===== src/verilog/trf_pkg.sv =====
/*
 * Constants shared by the touch report framer and its byte FIFO.
 * Assumes a single 200 MHz clock domain.
 */
package trf_pkg;
    localparam logic [7:0]  TRF_HDR_TOUCH   = 8'h11;
    localparam logic [7:0]  TRF_HDR_RELEASE = 8'h10;
    localparam int          TRF_COORD_W     = 10;
    localparam logic [9:0]  TRF_COORD_MAX   = 10'h3FF;
    localparam int          TRF_BYTE_W      = 8;
    localparam int          TRF_FIFO_DEPTH  = 16;
    localparam int          TRF_REPORT_LEN  = 5;
    localparam logic        TRF_LINK_RS232  = 1'b0;
    localparam logic        TRF_LINK_USB    = 1'b1;
    typedef enum logic [2:0] {
        TRF_IDLE, TRF_HDR, TRF_XH, TRF_XL, TRF_YH, TRF_YL, TRF_REL
    } trf_state_t;
endpackage

===== src/verilog/trf_fifo.sv =====
/*
 * Synchronous FIFO with valid/ready on both sides.
 * Assumes one clock; the reader may stall at will.
 */
`timescale 1ns/100ps
`default_nettype none
module trf_fifo #(
    parameter int WIDTH = 8,
    parameter int DEPTH = 16
) (
    input  wire logic             i_mclk,
    input  wire logic             i_rst,
    input  wire logic [WIDTH-1:0] i_data,
    input  wire logic             i_valid,
    output logic                  o_ready,
    output logic [WIDTH-1:0]      o_data,
    output logic                  o_valid,
    input  wire logic             i_ready
);
    localparam int AW = $clog2(DEPTH);

    typedef struct packed {
        logic [DEPTH-1:0][WIDTH-1:0] mem;
        logic [AW-1:0]               wp;
        logic [AW-1:0]               rp;
        logic [AW:0]                 cnt;
    } trf_fifo_regs_t;

    trf_fifo_regs_t s_q;
    trf_fifo_regs_t s_d;
    logic           wr;
    logic           rd;

    // Full and empty come from the count alone, so pointers need no wrap bit
    assign o_ready = (s_q.cnt != DEPTH[AW:0]);
    assign o_valid = (s_q.cnt != '0);
    assign o_data  = s_q.mem[s_q.rp];
    assign wr      = i_valid && o_ready;
    assign rd      = o_valid && i_ready;

    always_comb
    begin
        s_d = s_q;
        if (wr)
        begin
            s_d.mem[s_q.wp] = i_data;
            s_d.wp          = s_q.wp + 1'b1;
        end
        if (rd)
        begin
            s_d.rp = s_q.rp + 1'b1;
        end
        s_d.cnt = s_q.cnt + {{AW{1'b0}}, wr} - {{AW{1'b0}}, rd};
    end

    always_ff @(posedge i_mclk or posedge i_rst)
    begin
        if (i_rst)
        begin
            s_q <= '0;
        end
        else
        begin
            s_q <= s_d;
        end
    end
endmodule
`default_nettype wire


===== src/verilog/trf_framer.sv =====
/*
 * Touch report framer: turns contact samples into header + X + Y byte
 * reports and steers the byte stream to the RS-232C or USB link.
 * Assumes the digitiser gives calibrated 10-bit coordinates with a
 * one-cycle sample strobe, and each link accepts bytes by valid/ready.
 */
// Behaviour
// (RULE1) Header 11h while touched, 10h once contact is released.
// (RULE2) X sent as two bytes after header, range 0 to 3FFh.
// (RULE3) Both axes resolve 1024 steps across the panel.
// (RULE4) Origin upper-left; X grows rightward, Y grows downward.
// (RULE5) Order: header, X high, X low, Y high, Y low.
// (RULE6) Held contact keeps producing touched reports with same coordinates.
// (RULE7) Moving contact produces touched reports with new coordinates.
// (RULE8) Release byte 10h sent once after last report, then silence.
// (RULE9) Reports go to USB or RS-232C by switch; RS-232C default.
// (RULE10) Link switch sampled only at reset release.
// (RULE11) No reports while the on-screen settings menu is active; code only blocks new reports, one in flight still goes out.
// (RULE12) Y sent as two bytes after X, range 0 to 3FFh.
// (RULE13) Host parses 11h as five-byte report, lone 10h as release.
`timescale 1ns/100ps
`default_nettype none
module trf_framer
    import trf_pkg::*;
(
    input  wire logic                          i_mclk,
    input  wire logic                          i_rst,
    input  wire logic                          i_sample,
    input  wire logic                          i_touched,
    input  wire logic [trf_pkg::TRF_COORD_W-1:0] i_x,
    input  wire logic [trf_pkg::TRF_COORD_W-1:0] i_y,
    input  wire logic                          i_link_sel,
    input  wire logic                          i_on_screen_settings_menu,
    output logic      [trf_pkg::TRF_BYTE_W-1:0]  o_rs_data,
    output logic                               o_rs_valid,
    input  wire logic                          i_rs_ready,
    output logic      [trf_pkg::TRF_BYTE_W-1:0]  o_usb_data,
    output logic                               o_usb_valid,
    input  wire logic                          i_usb_ready,
    output logic                               o_link_usb,
    output logic                               o_busy
);
    import trf_pkg::*;

    // ==========================================================
    // State
    typedef struct packed {
        trf_state_t                st;
        logic                      strap_done;
        logic                      link;
        logic                      was_touched;
        logic [TRF_COORD_W-1:0]    x;
        logic [TRF_COORD_W-1:0]    y;
        logic [TRF_BYTE_W-1:0]     rs_data;
        logic                      rs_valid;
        logic [TRF_BYTE_W-1:0]     usb_data;
        logic                      usb_valid;
        logic                      busy;
    } trf_regs_t;

    trf_regs_t s_q;
    trf_regs_t s_d;

    logic [TRF_BYTE_W-1:0] f_wdata;
    logic                  f_wvalid;
    logic                  f_wready;
    logic [TRF_BYTE_W-1:0] f_rdata;
    logic                  f_rvalid;
    logic                  f_rready;
    logic                  out_free;

    // Pads a coordinate into its high byte (MSB first on the wire)
    function automatic logic [TRF_BYTE_W-1:0] hi_byte(
        input logic [TRF_COORD_W-1:0] c);
        hi_byte = {6'h00, c[9:8]};
    endfunction

    // ==========================================================
    // Byte FIFO
    trf_fifo #(
        .WIDTH (TRF_BYTE_W),
        .DEPTH (TRF_FIFO_DEPTH)
    ) u_fifo (
        .i_mclk  (i_mclk),
        .i_rst   (i_rst),
        .i_data  (f_wdata),
        .i_valid (f_wvalid),
        .o_ready (f_wready),
        .o_data  (f_rdata),
        .o_valid (f_rvalid),
        .i_ready (f_rready)
    );

    // Output stage is free when its holding register is empty or leaving
    assign out_free = s_q.link ? (!s_q.usb_valid || i_usb_ready)
                               : (!s_q.rs_valid || i_rs_ready);
    assign f_rready = out_free && s_q.strap_done;

    // ==========================================================
    // Next state
    always_comb
    begin
        s_d      = s_q;
        f_wdata  = '0;
        f_wvalid = 1'b0;

        // Strap caught once, on the first clock after reset release
        if (!s_q.strap_done)
        begin
            s_d.strap_done = 1'b1;
            s_d.link       = i_link_sel; // RULE9 RULE10
        end

        // Link output holding registers
        if (i_rs_ready)
        begin
            s_d.rs_valid = 1'b0;
        end
        if (i_usb_ready)
        begin
            s_d.usb_valid = 1'b0;
        end
        if (f_rvalid && f_rready)
        begin
            if (s_q.link == TRF_LINK_USB)
            begin
                s_d.usb_data  = f_rdata; // RULE9
                s_d.usb_valid = 1'b1;
            end
            else
            begin
                s_d.rs_data  = f_rdata;
                s_d.rs_valid = 1'b1;
            end
        end

        unique case (s_q.st)
            TRF_IDLE:
            begin
                // Menu blocks new reports; a report in flight still ends
                if (i_sample && !i_on_screen_settings_menu) // RULE11
                begin
                    if (i_touched)
                    begin
                        // Coordinates latched so a report never tears
                        s_d.x           = i_x; // RULE3 RULE4 RULE7
                        s_d.y           = i_y; // RULE6
                        s_d.was_touched = 1'b1;
                        s_d.st          = TRF_HDR;
                    end
                    else if (s_q.was_touched)
                    begin
                        s_d.was_touched = 1'b0;
                        s_d.st          = TRF_REL; // RULE8
                    end
                end
            end
            TRF_HDR:
            begin
                f_wdata  = TRF_HDR_TOUCH; // RULE1 RULE5
                f_wvalid = 1'b1;
                if (f_wready)
                begin
                    s_d.st = TRF_XH;
                end
            end
            TRF_XH:
            begin
                f_wdata  = hi_byte(s_q.x); // RULE2 RULE5
                f_wvalid = 1'b1;
                if (f_wready)
                begin
                    s_d.st = TRF_XL;
                end
            end
            TRF_XL:
            begin
                f_wdata  = s_q.x[7:0]; // RULE2
                f_wvalid = 1'b1;
                if (f_wready)
                begin
                    s_d.st = TRF_YH;
                end
            end
            TRF_YH:
            begin
                f_wdata  = hi_byte(s_q.y); // RULE12 RULE5
                f_wvalid = 1'b1;
                if (f_wready)
                begin
                    s_d.st = TRF_YL;
                end
            end
            TRF_YL:
            begin
                f_wdata  = s_q.y[7:0]; // RULE12
                f_wvalid = 1'b1;
                if (f_wready)
                begin
                    s_d.st = TRF_IDLE;
                end
            end
            TRF_REL:
            begin
                f_wdata  = TRF_HDR_RELEASE; // RULE1 RULE8
                f_wvalid = 1'b1;
                if (f_wready)
                begin
                    s_d.st = TRF_IDLE;
                end
            end
            default:
            begin
                s_d.st = TRF_IDLE;
            end
        endcase

        // Registered so the busy output comes straight from a flip-flop
        s_d.busy = (s_d.st != TRF_IDLE);
    end

    // ==========================================================
    // Registers
    always_ff @(posedge i_mclk or posedge i_rst)
    begin
        if (i_rst)
        begin
            s_q <= '{st: TRF_IDLE, strap_done: 1'b0, link: TRF_LINK_RS232,
                     was_touched: 1'b0, x: '0, y: '0, rs_data: '0,
                     rs_valid: 1'b0, usb_data: '0, usb_valid: 1'b0,
                     busy: 1'b0};
        end
        else
        begin
            s_q <= s_d;
        end
    end

    assign o_rs_data   = s_q.rs_data;
    assign o_rs_valid  = s_q.rs_valid;
    assign o_usb_data  = s_q.usb_data;
    assign o_usb_valid = s_q.usb_valid;
    assign o_link_usb  = s_q.link;
    assign o_busy      = s_q.busy;

    // ==========================================================
    // Checks
    a_hdr_first: assert property ( // RULE1
        @(posedge i_mclk) disable iff (i_rst)
        s_q.st == TRF_IDLE && i_sample && i_touched
        && !i_on_screen_settings_menu |=> s_q.st == TRF_HDR)
        else $error("touch sample did not start a header");
    a_x_range: assert property ( // RULE2
        @(posedge i_mclk) disable iff (i_rst)
        s_q.st == TRF_XH |-> f_wdata[7:2] == 6'h00)
        else $error("x high byte above 3FFh");
    a_y_range: assert property ( // RULE12
        @(posedge i_mclk) disable iff (i_rst)
        s_q.st == TRF_YH |-> f_wdata[7:2] == 6'h00)
        else $error("y high byte above 3FFh");
    // Each byte slot advances only on an accepted write, one slot at a time
    a_byte_order: assert property ( // RULE5
        @(posedge i_mclk) disable iff (i_rst)
        s_q.st == TRF_HDR && f_wready |=> s_q.st == TRF_XH)
        else $error("header not followed by x high byte");
    a_xh_order: assert property ( // RULE5
        @(posedge i_mclk) disable iff (i_rst)
        s_q.st == TRF_XH && f_wready |=> s_q.st == TRF_XL)
        else $error("x high byte not followed by x low byte");
    a_xl_order: assert property ( // RULE5
        @(posedge i_mclk) disable iff (i_rst)
        s_q.st == TRF_XL && f_wready |=> s_q.st == TRF_YH)
        else $error("x low byte not followed by y high byte");
    a_yh_order: assert property ( // RULE5
        @(posedge i_mclk) disable iff (i_rst)
        s_q.st == TRF_YH && f_wready |=> s_q.st == TRF_YL)
        else $error("y high byte not followed by y low byte");
    a_yl_last: assert property ( // RULE5
        @(posedge i_mclk) disable iff (i_rst)
        s_q.st == TRF_YL && f_wready |=> s_q.st == TRF_IDLE)
        else $error("report longer than five bytes");
    // A full FIFO must freeze the report, never skip a byte
    a_wr_stall: assert property ( // RULE5
        @(posedge i_mclk) disable iff (i_rst)
        s_q.st != TRF_IDLE && !f_wready |=> $stable(s_q.st))
        else $error("report advanced while the FIFO was full");
    a_rel_once: assert property ( // RULE8
        @(posedge i_mclk) disable iff (i_rst)
        s_q.st == TRF_REL && f_wready |=> s_q.st == TRF_IDLE
        && !s_q.was_touched)
        else $error("release byte not single");
    a_rel_guard: assert property ( // RULE8
        @(posedge i_mclk) disable iff (i_rst)
        s_q.st == TRF_IDLE && i_sample && !i_touched
        && !s_q.was_touched |=> s_q.st == TRF_IDLE)
        else $error("release sent without a prior touch");
    a_menu_block: assert property ( // RULE11
        @(posedge i_mclk) disable iff (i_rst)
        s_q.st == TRF_IDLE && i_on_screen_settings_menu
        |=> s_q.st == TRF_IDLE)
        else $error("report started during settings menu");
    a_link_fixed: assert property ( // RULE10
        @(posedge i_mclk) disable iff (i_rst)
        s_q.strap_done && $past(s_q.strap_done) |-> $stable(s_q.link))
        else $error("link selection changed after power-up");
    a_link_route: assert property ( // RULE9
        @(posedge i_mclk) disable iff (i_rst)
        s_q.link == TRF_LINK_RS232 |-> !s_q.usb_valid)
        else $error("byte sent on unselected usb link");
    a_usb_only: assert property ( // RULE9
        @(posedge i_mclk) disable iff (i_rst)
        s_q.link == TRF_LINK_USB |-> !s_q.rs_valid)
        else $error("byte sent on unselected serial link");
    // A stalled host must see the same byte until it takes it
    a_rs_hold: assert property ( // RULE9
        @(posedge i_mclk) disable iff (i_rst)
        s_q.rs_valid && !i_rs_ready
        |=> s_q.rs_valid && $stable(s_q.rs_data))
        else $error("serial byte dropped or changed while stalled");
    a_usb_hold: assert property ( // RULE9
        @(posedge i_mclk) disable iff (i_rst)
        s_q.usb_valid && !i_usb_ready
        |=> s_q.usb_valid && $stable(s_q.usb_data))
        else $error("usb byte dropped or changed while stalled");
    a_coord_hold: assert property ( // RULE6
        @(posedge i_mclk) disable iff (i_rst)
        s_q.st != TRF_IDLE && s_q.st != TRF_REL |=> $stable(s_q.x)
        && $stable(s_q.y))
        else $error("coordinates changed inside a report");
endmodule
`default_nettype wire


===== config.mk =====
export PLATFORM = sky130hd
export DESIGN_NAME = trf_framer
export DESIGN_NICKNAME = d
export VERILOG_FILES = /design/src/verilog/trf_pkg.sv /design/src/verilog/trf_fifo.sv /design/src/verilog/trf_framer.sv
export SDC_FILE = /design/constraint.sdc
export NUM_CORES = 1
export LEC_CHECK = 0
export BUFFER_PORTS_ARGS = -buffer_cell sky130_fd_sc_hd__buf_4
export CORE_UTILIZATION = 55
export DETAILED_ROUTE_END_ITERATION = 6
export MAX_ROUTING_LAYER = met4
export PLACE_DENSITY = 0.76
export SLEW_MARGIN = 20
export SYNTH_ARGS = -nofsm -noshare
export SYNTH_HDL_FRONTEND = slang
export SYNTH_SLANG_ARGS = --single-unit

===== constraint.sdc =====
create_clock -name i_mclk -period 6.2 [get_ports i_mclk]
set_clock_uncertainty 0.2 [all_clocks]
set_input_delay 1.24 -clock i_mclk [delete_from_list [all_inputs] [get_ports i_mclk]]
set_output_delay 1.24 -clock i_mclk [all_outputs]
set_load 0.01 [all_outputs]

Yosys cells after proc, flatten, opt, wreduce, memory -nomap -nowiden

Cells that the tools add are included.

$lt $le $gt $ge: 3
Bitwise logic cells: 1
Reduce and logical (&&, ||, !) cells: 19
$add $sub $neg: 4
Equality and inequality tests: 7
Muxes and demuxes: 23

Operators by type and width:

| kind                | count |
|---|---|
| $bwmux 128          | 1 |
| $pmux 8 s6          | 1 |
| $bmux 8 s4          | 1 |
| $demux 8 s4         | 1 |
| $mux 3              | 8 |
| $pmux 3 s6          | 1 |
| $mux 8              | 2 |
| $lt 4x5->1 const B  | 2 |
| $mux 10             | 1 |
| $eq 3x3->1 const B  | 3 |
| $mux 9              | 1 |
| $add 4x1->4 const B | 2 |
| $eq 3x2->1 const B  | 2 |
| $mux 1              | 6 |
| $reduce_and 2->1    | 3 |
| $reduce_or 6->1     | 1 |
| $add 5x1->5         | 1 |
| $logic_and 1x1->1   | 5 |
| $ne 5x5->1 const B  | 1 |
| $reduce_bool 5->1   | 1 |
| $sub 5x1->5         | 1 |
| $ge 4x1->1 const B  | 1 |
| $eq 3x1->1 const B  | 1 |
| $logic_not 1->1     | 3 |
| other kinds (6)     | 7 |

Flip-flop bits (word level): 186
Input bits: 28
Word-level logic and storage cells: 87

Longest topological paths before layout

Gate-level depths: netlist of run 1.

Depth after elaboration: 6
Gate-level depth with buffers: 13

By module

Synthesis of run 1 repeated with hierarchy kept, for this count alone.

Cell total of the unflattened synthesis: 630
Area total of the unflattened synthesis: 8948.6 um^2

By module, submodules not included:

| module     | cells an instance | sequential area each (um^2) | area an instance (um^2) | times used |
|---|---|---|---|---|
| trf_fifo   | 458               | 3528.4                      | 6746.5                  | 1 |
| trf_framer | 172               | 1126.1                      | 2202.1                  | 1 |

Worst setup path before layout of run 1

Ideal clock, no wire load.

Kind: input-to-reg
Start point: input port i_usb_ready
End point: register u_fifo.s_q[4] (netlist name)
Arrival: 2.990 ns
Stages on the path: 10
Slack: 2.887 ns
Cell sequence: and3b_1 -> a2111oi_4 -> ha_1 -> inv_1 -> ha_1 -> fa_1 -> a21oi_1 -> nor2_1 -> nor2_1 -> xnor2_1

RTL lines:

| element              | RTL line         | RTL |
|---|---|---|
| from (decl)          | trf_framer.sv:39 | `input wire logic i_usb_ready,` |
| to (signal assigned) | trf_fifo.sv:60   | `s_q <= '0;` |
| to (signal assigned) | trf_fifo.sv:64   | `s_q <= s_d;` |
| to (decl)            | trf_fifo.sv:29   | `trf_fifo_regs_t s_q;` |

==> results.ini, run 1 <==
[die]
die_area_mm2=0.0167
pin_count=48
die_w_um=129
num_rows=46
fp.dieH_um=129
core_mm2=0.0158
initial_core_util_pct=56.2

[worst_hold_path]
hold_class=flop to flop
min-delay-start=u_fifo.s_q[139]$_DFFE_PP0P_
holdPathEnd=u_fifo.s_q[139]$_DFFE_PP0P_
whs_path_depth=1

[logic_synthesis]
synth-edff-count=0
synth.most_common_cell=mux2_2
yosys.area.top_type=dfrtp_1
ys.flop_type=dfrtp_1
synth_common_cells=mux2_2, dfrtp_1, nor2_1, buf_4, mux4_2
syn-instance-count=627
async_reset_ff_share_pct=100
netlist_area_mm2=0.00889
ys_ff_latch=186
ys_seq_area_share_pct=52.3
synth_top_area_share_pct=52.3
mappedNetlistNets=667
synth_area_leaders=dfrtp_1, mux2_2, mux4_2, nand3_4, buf_4
ys_types=51
yosysWarnings=0
syn_area_per_cell_um2=14.2

[placed_design]
port_buffers=47
place_area_mm2=0.00929
place.gp.congestion=0.812
place_hpwl_mm=12.0
preCtsSetupSlack_ps=2620
dp_cells=846

[sta]
final-setup-viol-count=0
maxSlewHeadroom_pct=25.7
final.setup.worst_slack_ps=3050
max_freq_ghz=0.317
tightest_slew_ps=1110
final.setup.tns_ps=0
finalCriticalPeriod_ps=3150
hold_viol_final=0
fin_crit_sh_pct=50.8
slew_viol_final=0
rsz0062_at_grt=false

[clock_network]
post_cts_resized=0
cts.sinks=186
cts_root_buf=clkbuf_16
clk_pin_slew_worst_paths_ps=60
numCtsBuffers=17
cts_tree=yes
clk_path_buf_depth=2
hold_buffers=0
htreeDepth=4
clk_latency_ps=430
cts_setup_buffers=0

[grt]
grt_first_pass_wirelength_mm=28.6
globalRouteMet1Util_pct=29.0
overflow=0
grt_max_degree=187
antenna_found_initial=0
grt_util_met3_pct=4.95
top_usage_layer=met2
track_usage_pct=23.9
use_met2_pct=39.4
first_global_vias=5361

[final_layout]
drive_gt1_share_pct=48.2
postLayoutCellArea_mm2=0.00988
fillers=1136
nets=689
multiInputGateArea_mm2=0.00386
area_growth_pct=11.1
final_util_pct=62.4
antennaDiodeCount=0
final_cells=878
seq_area_mm2=0.00466

[route]
drt_iter0_drc=363
drt-total-wl_mm=18.0
avgRoutedWirePerCell_um=20.5
via_count=5155
viasPerCell=5.87
ant_nets=0
route.detailed.drc=0
dr.pass1.iters=4

[flow_run]
maxCapViolCount=0

[power]
p_per_area_mw_per_mm2=531
leakage_nw=4.56
ir_drop_mv=0.288

[critical_path]
worstReg2RegStart=u_fifo.s_q[3]$_DFF_PP0_
cp.required_ps=6350
ff2ff_setup_slack_ps=3050
cp-end-kind=flop
critPathMaxFanout=22
max_stage_delay_ps=480
r2r_end=u_fifo.s_q[4]$_DFF_PP0_
path_cells=inv_1, ha_1, nand4bb_1, o211a_1, buf_4, ha_1, fa_1, a21oi_1, nor2_1, nor2_1, xnor2_1
cp_data_arrival_time_ps=3300
ff2ff_path_depth=11
cpMaxStageDelayCell=nand4bb_1
start_kind=flop
critPathKind=flop to flop

[status]
status=complete, no violations

[per-stage QoR]
| step | power [mW] | hold slack, ps |
|---|---|---|
| after floorplan | 3.69 | 257 |
| after global placement | 4.05 | 281 |
| after detailed placement | 4.19 | 286 |
| after CTS | 5.27 | 301 |
| after global routing | 5.54 | 312 |
| final | 5.25 | 301 |
[state kept, by name (all words and copies together) (netlist names)]
name	flops
o_busy	1
o_link_usb	1
o_rs_data	8
o_rs_valid	1
o_usb_data	8
o_usb_valid	1
s_q	25
u_fifo.s_q	141
[layout by cell type, fill, tap and decap left out, types with 3 or more instances in the layout]
master | netlist | layout
a21oi_1 | 10 | 10
a221oi_1 | 5 | 5
a22oi_1 | 6 | 6
buf_4 | 21 | 57
clkbuf_16 | 0 | 17
clkbuf_8 | 0 | 3
clkinv_2 | 0 | 3
clkinvlp_4 | 0 | 7
dfrtp_1 | 186 | 185
ha_1 | 11 | 11
inv_1 | 15 | 14
mux2_2 | 189 | 189
mux2i_1 | 4 | 4
mux4_2 | 16 | 16
nand2_1 | 10 | 10
nand2b_1 | 4 | 4
nand3_4 | 12 | 12
nor2_1 | 24 | 24
nor2b_1 | 11 | 9
o21ai_0 | 5 | 5
o221ai_1 | 14 | 14
o22ai_1 | 6 | 6
xnor2_1 | 7 | 7
xor2_1 | 3 | 3
[routing by layer]
layer | wire length [um] | up-vias | share of wire (%)
met4 | 403 | 0 | 2.2
met1 | 7750 | 2696 | 43
li1 | - | 2314 | -
met5 | 0 | - | 0
met2 | 9130 | 117 | 51
met3 | 701 | 28 | 3.9
[cells by family after synthesis]
| group | share of synthesized area, % |
|---|---|
| AOI/OAI and AO/OA | 5.01 |
| adders and majority gates | 1.88 |
| and+or+nand+nor | 6.88 |
| muxes | 28.4 |
| buffers and inverters | 4.45 |
| xor gates and xnor gates | 0.985 |
| other | 0.0422 |
| DFF | 52.3 |
[worst max-delay path, delay by kind of cell (launching register included)]
kind | cells | cell delay (ps)
XOR/XNOR | 1 | 130
adder cells (fa/ha/maj) | 3 | 870
flip-flops | 1 | 390
buffers and inverters | 2 | 370
AO/OA/AOI/OAI | 2 | 440
AND/OR/NAND/NOR | 3 | 640
[where the power goes]
group / leakage (nW) / total, mW / switching (mW) / internal (mW)
sequential: 2.41 / 2.04 / 0.331 / 1.71
clock: 0.273 / 1.08 / 0.454 / 0.623
combinational: 1.87 / 2.13 / 1.09 / 1.04
total: 4.56 / 5.25 / 1.88 / 3.37
[area by class of cell]
cell class / instances / share of cell area [%]
clock buffers: 21 / 4.76
clock inverters: 11 / 1.22
multi-input cells: 371 / 39.0
flip-flops and latches: 186 / 47.1
well taps: 216 / 2.74
repair buffers: 58 / 4.53
inverters: 15 / 0.608
[worst max path at each step]
stage | cells after the start | start | endpoint | slack [ps]
global route | 11 | u_fifo.s_q[3]$_DFF_PP0_ | u_fifo.s_q[4]$_DFF_PP0_ | 2830
CTS | 11 | u_fifo.s_q[3]$_DFF_PP0_ | u_fifo.s_q[4]$_DFF_PP0_ | 3030
global placement | 11 | i_usb_ready | u_fifo.s_q[4]$_DFF_PP0_ | 2710
detailed placement | 11 | i_usb_ready | u_fifo.s_q[4]$_DFF_PP0_ | 2620
finish | 11 | u_fifo.s_q[3]$_DFF_PP0_ | u_fifo.s_q[4]$_DFF_PP0_ | 3050
floorplan | 1 | i_rst | o_busy$_DFF_PP0_ | 2370
Note: power is estimated with default switching activity, not from simulation.
==> inputs of run 2 (changes only) <==
- ABC_AREA: default -> 1
- CORE_UTILIZATION: 55 -> 62
- PLACE_DENSITY: 0.76 -> 0.81
- clock period: 6.2 -> 2.9 ns (I/O delays scaled with it)
==> results.ini, run 2 <==
[die]
pin_count=48  ; unchanged
num_rows=44  ; -4.3%
die_w_um=126  ; -2.5%
fp.dieH_um=126  ; -2.5%
core_mm2=0.0148  ; -6.8%
die_area_mm2=0.0159  ; -4.9%
initial_core_util_pct=64.6  ; +8.4 points

[logic_synthesis]
syn-instance-count=1180  ; +88%
yosysWarnings=0  ; unchanged
synth_compound_area_share_pct=9.53  ; +4.5 points
synth_mux_area_share_pct=0  ; -28 points
ys.flop_type=dfrtp_1
syn_area_per_cell_um2=8.08  ; -43%
synth-edff-count=0  ; unchanged
ys_types=36  ; -29%
synth_xor_area_share_pct=0.827  ; -0.16 points
netlist_area_mm2=0.00953  ; +7.1%
synth-simple-area-share_pct=27.5  ; +21 points
synth_top_family_by_area=simple AND/OR/NAND/NOR gates
async_reset_ff_share_pct=100  ; unchanged
synth_area_leaders=dfrtp_1, nand2_1, nand3_1, inv_1, o21ai_1
synth_common_cells=nand2_1, dfrtp_1, inv_1, nand3_1, o21ai_1
yosys.area.top_type=dfrtp_1
synth-adder-area-share_pct=1.65  ; -0.23 points
synth.most_common_cell=nand2_1
ys_seq_area_share_pct=48.8  ; -3.5 points
synth_top_area_share_pct=48.8  ; -3.5 points
mappedNetlistNets=1220  ; +83%
ys_ff_latch=186  ; unchanged

[critical_path]
path_cells=inv_1, ha_2, nand4_1, nand2_2, inv_2, ha_1, inv_1, ha_1, fa_2, a21oi_1, nor2_1, nor2_1, xor2_1
ff2ff_setup_slack_ps=250  ; -2800 ps
max_stage_delay_ps=400  ; -80 ps
cp-end-kind=flop
cpMaxStageDelayCell=dfrtp_1
critPathKind=flop to flop
cp.required_ps=3070  ; -3280 ps
r2r_end=u_fifo.s_q[4]$_DFF_PP0_
cp_data_arrival_time_ps=2820  ; -480 ps
ff2ff_path_depth=13  ; +2
start_kind=flop
worstReg2RegStart=u_fifo.s_q[3]$_DFF_PP0_
timing.critical_path.buf_inv=3  ; +1
critPathMaxFanout=4  ; -82%
critPathTopFamily=adder cells

[clock_network]
cts.sinks=186  ; unchanged
cts_root_buf=clkbuf_16
clk_pin_slew_worst_paths_ps=70  ; about the same
clk_path_buf_depth=2  ; unchanged
numCtsBuffers=17  ; unchanged
clk_latency_ps=450  ; +20 ps
htreeDepth=4  ; unchanged
cts_tree=yes

[route]
ant_nets=0  ; unchanged
dr.pass1.iters=5  ; +1
via_count=7702  ; +49%
route.detailed.drc=0  ; unchanged
drt-total-wl_mm=22.0  ; +23%
drt_iter0_drc=755  ; +110%
avgRoutedWirePerCell_um=15.9  ; -22%
viasPerCell=5.55  ; -5.5%

[grt]
track_usage_pct=31.7  ; +7.8 points
antenna_found_initial=0  ; unchanged
overflow=0  ; unchanged
grt_first_pass_wirelength_mm=37.7  ; +32%
first_global_vias=7709  ; +44%
grt_max_degree=78  ; -58%

[worst_hold_path]
min-delay-start=i_rs_ready
whs_path_depth=2  ; +1
hold_class=primary input to flop
holdPathEnd=o_rs_valid$_DFF_PP0_

[final_layout]
multiInputGateArea_mm2=0.00378  ; -2.0%
layout_common_cells=nand2_1, dfrtp_1, inv_1
largest_register_ff_count=141  ; unchanged
nets=1231  ; +79%
postLayoutCellArea_mm2=0.0105  ; +5.8%
fillers=1148  ; +1.1%
reg_top3=u_fifo.s_q x141, s_q x25
antennaDiodeCount=0  ; unchanged
seq_area_mm2=0.00466  ; unchanged
final_cells=1388  ; +58%
area_growth_pct=9.68
regMostFlops=u_fifo.s_q
final_common_cell=nand2_1
drive_gt1_share_pct=11.0  ; -37 points

[power]
power.share.clock_pct=20.6  ; about the same
p_per_area_mw_per_mm2=1150  ; +120%
finalPower_mw=12.0  ; +130%
pwr-share-comb_pct=46.1  ; +5.5 points
leakage_nw=5.32  ; +17%
ir_drop_mv=1.05  ; +260%
switching_share_pct=44.7  ; +8.9 points
p_int_mw=6.63  ; +97%
p_sw_mw=5.36  ; +190%
seq_power_share_pct=33.3  ; -5.6 points

[placed_design]
dp_cells=1353  ; +60%
place_hpwl_mm=13.8  ; +15%
port_buffers=47  ; unchanged
place_area_mm2=0.00980  ; +5.5%
preCtsSetupSlack_ps=42.5  ; -2580 ps
place.gp.congestion=0.874  ; +7.7%

[sta]
final-setup-viol-count=0  ; unchanged
finalCriticalPeriod_ps=2650  ; -504 ps
tightest_slew_ps=1010  ; -94.6 ps
final.setup.tns_ps=0  ; unchanged
slew_viol_final=0  ; unchanged
maxSlewHeadroom_pct=32.4  ; +6.7 points
rsz0062_at_grt=false
final.setup.worst_slack_ps=253  ; -2800 ps
hold_viol_final=0  ; unchanged
fin_crit_sh_pct=91.3  ; +40 points
max_freq_ghz=0.378  ; +19%

[flow_run]
maxCapViolCount=0  ; unchanged

[status]
status=complete, no violations

-- run 2: changes by cell type in the layout (fill, tap and decap cells not counted), sizes merged, moves of 11 or more --
cell    before  now
mux2       189    0
nor2        24   44
inv         14  167
o21ai        5  138
nand3       14  124
nor2b       11    0
mux4        16    0
nand2       10  394
o221ai      14    0
-- run 2: power groups by stage --
stage                     clock network, mW  logic [mW]  registers (mW)
final                                  2.48        5.53            3.99
after global routing                   2.60        6.19            4.09
after CTS                              2.49        5.49            3.99
after detailed placement                  0        5.40            4.03
after global placement                    0        5.24            3.99
after floorplan                           0        4.25            3.91
-- run 2: stage by stage --
step                      hold slack [ps]  util [%]
final                                 123      70.8
after global routing                  137      70.8
after CTS                             122      70.7
after detailed placement              258      66.4
after global placement                256      66.4
after floorplan                       237         -
-- run 2: area by class of cell --
class / count / share of cell area, %
Timing Repair Buffer: 65 / 5.29
Inverter: 162 / 5.85
Clock buffer: 17 / 4.07
Clock inverter: 15 / 1.89
Tap cell: 184 / 2.20
Multi-Input combinational cell: 759 / 36.2
Sequential cell: 186 / 44.5
-- run 2: timing repair --
item / in CTS / in global routing
hold buffers: 1 / 0
setup buffers: 0 / 2
resized for setup: 0 / 3
hold endpoints to repair: 1 / 0
endpoints found under the setup margin: 0 / 1
-- run 2: metal layers --
metal | GRT usage [%] | up-vias | part of all wire (%)
li1 | - | 3702 | -
met1 | 41.2 | 3630 | 43
met2 | 48.1 | 310 | 47
met3 | 5.52 | 60 | 6.0
met4 | 16.2 | 0 | 4.5
met5 | - | - | 0
-- run 2: cells by family after synthesis --
kind of cell | count (synthesis)
and+or+nand+nor | 574
buffers and inverters | 235
DFF | 186
AOI/OAI and AO/OA | 163
adders and majority gates | 12
xor gates and xnor gates | 9
other | 1
-- run 2: worst max path at each step --
stage	startpoint	endpoint	slack [ps]	cells past startpoint
5_1_grt	u_fifo.s_q[2]$_DFF_PP0_	u_fifo.s_q[4]$_DFF_PP0_	10	13
6_report	u_fifo.s_q[3]$_DFF_PP0_	u_fifo.s_q[4]$_DFF_PP0_	250	13
2_1_floorplan	i_rst	o_busy$_DFF_PP0_	-270	1
4_1_cts	u_fifo.s_q[2]$_DFF_PP0_	u_fifo.s_q[4]$_DFF_PP0_	140	13
3_5_place_dp	i_rs_ready	u_fifo.s_q[4]$_DFF_PP0_	40	13
3_3_place_gp	i_usb_ready	u_fifo.s_q[4]$_DFF_PP0_	210	13
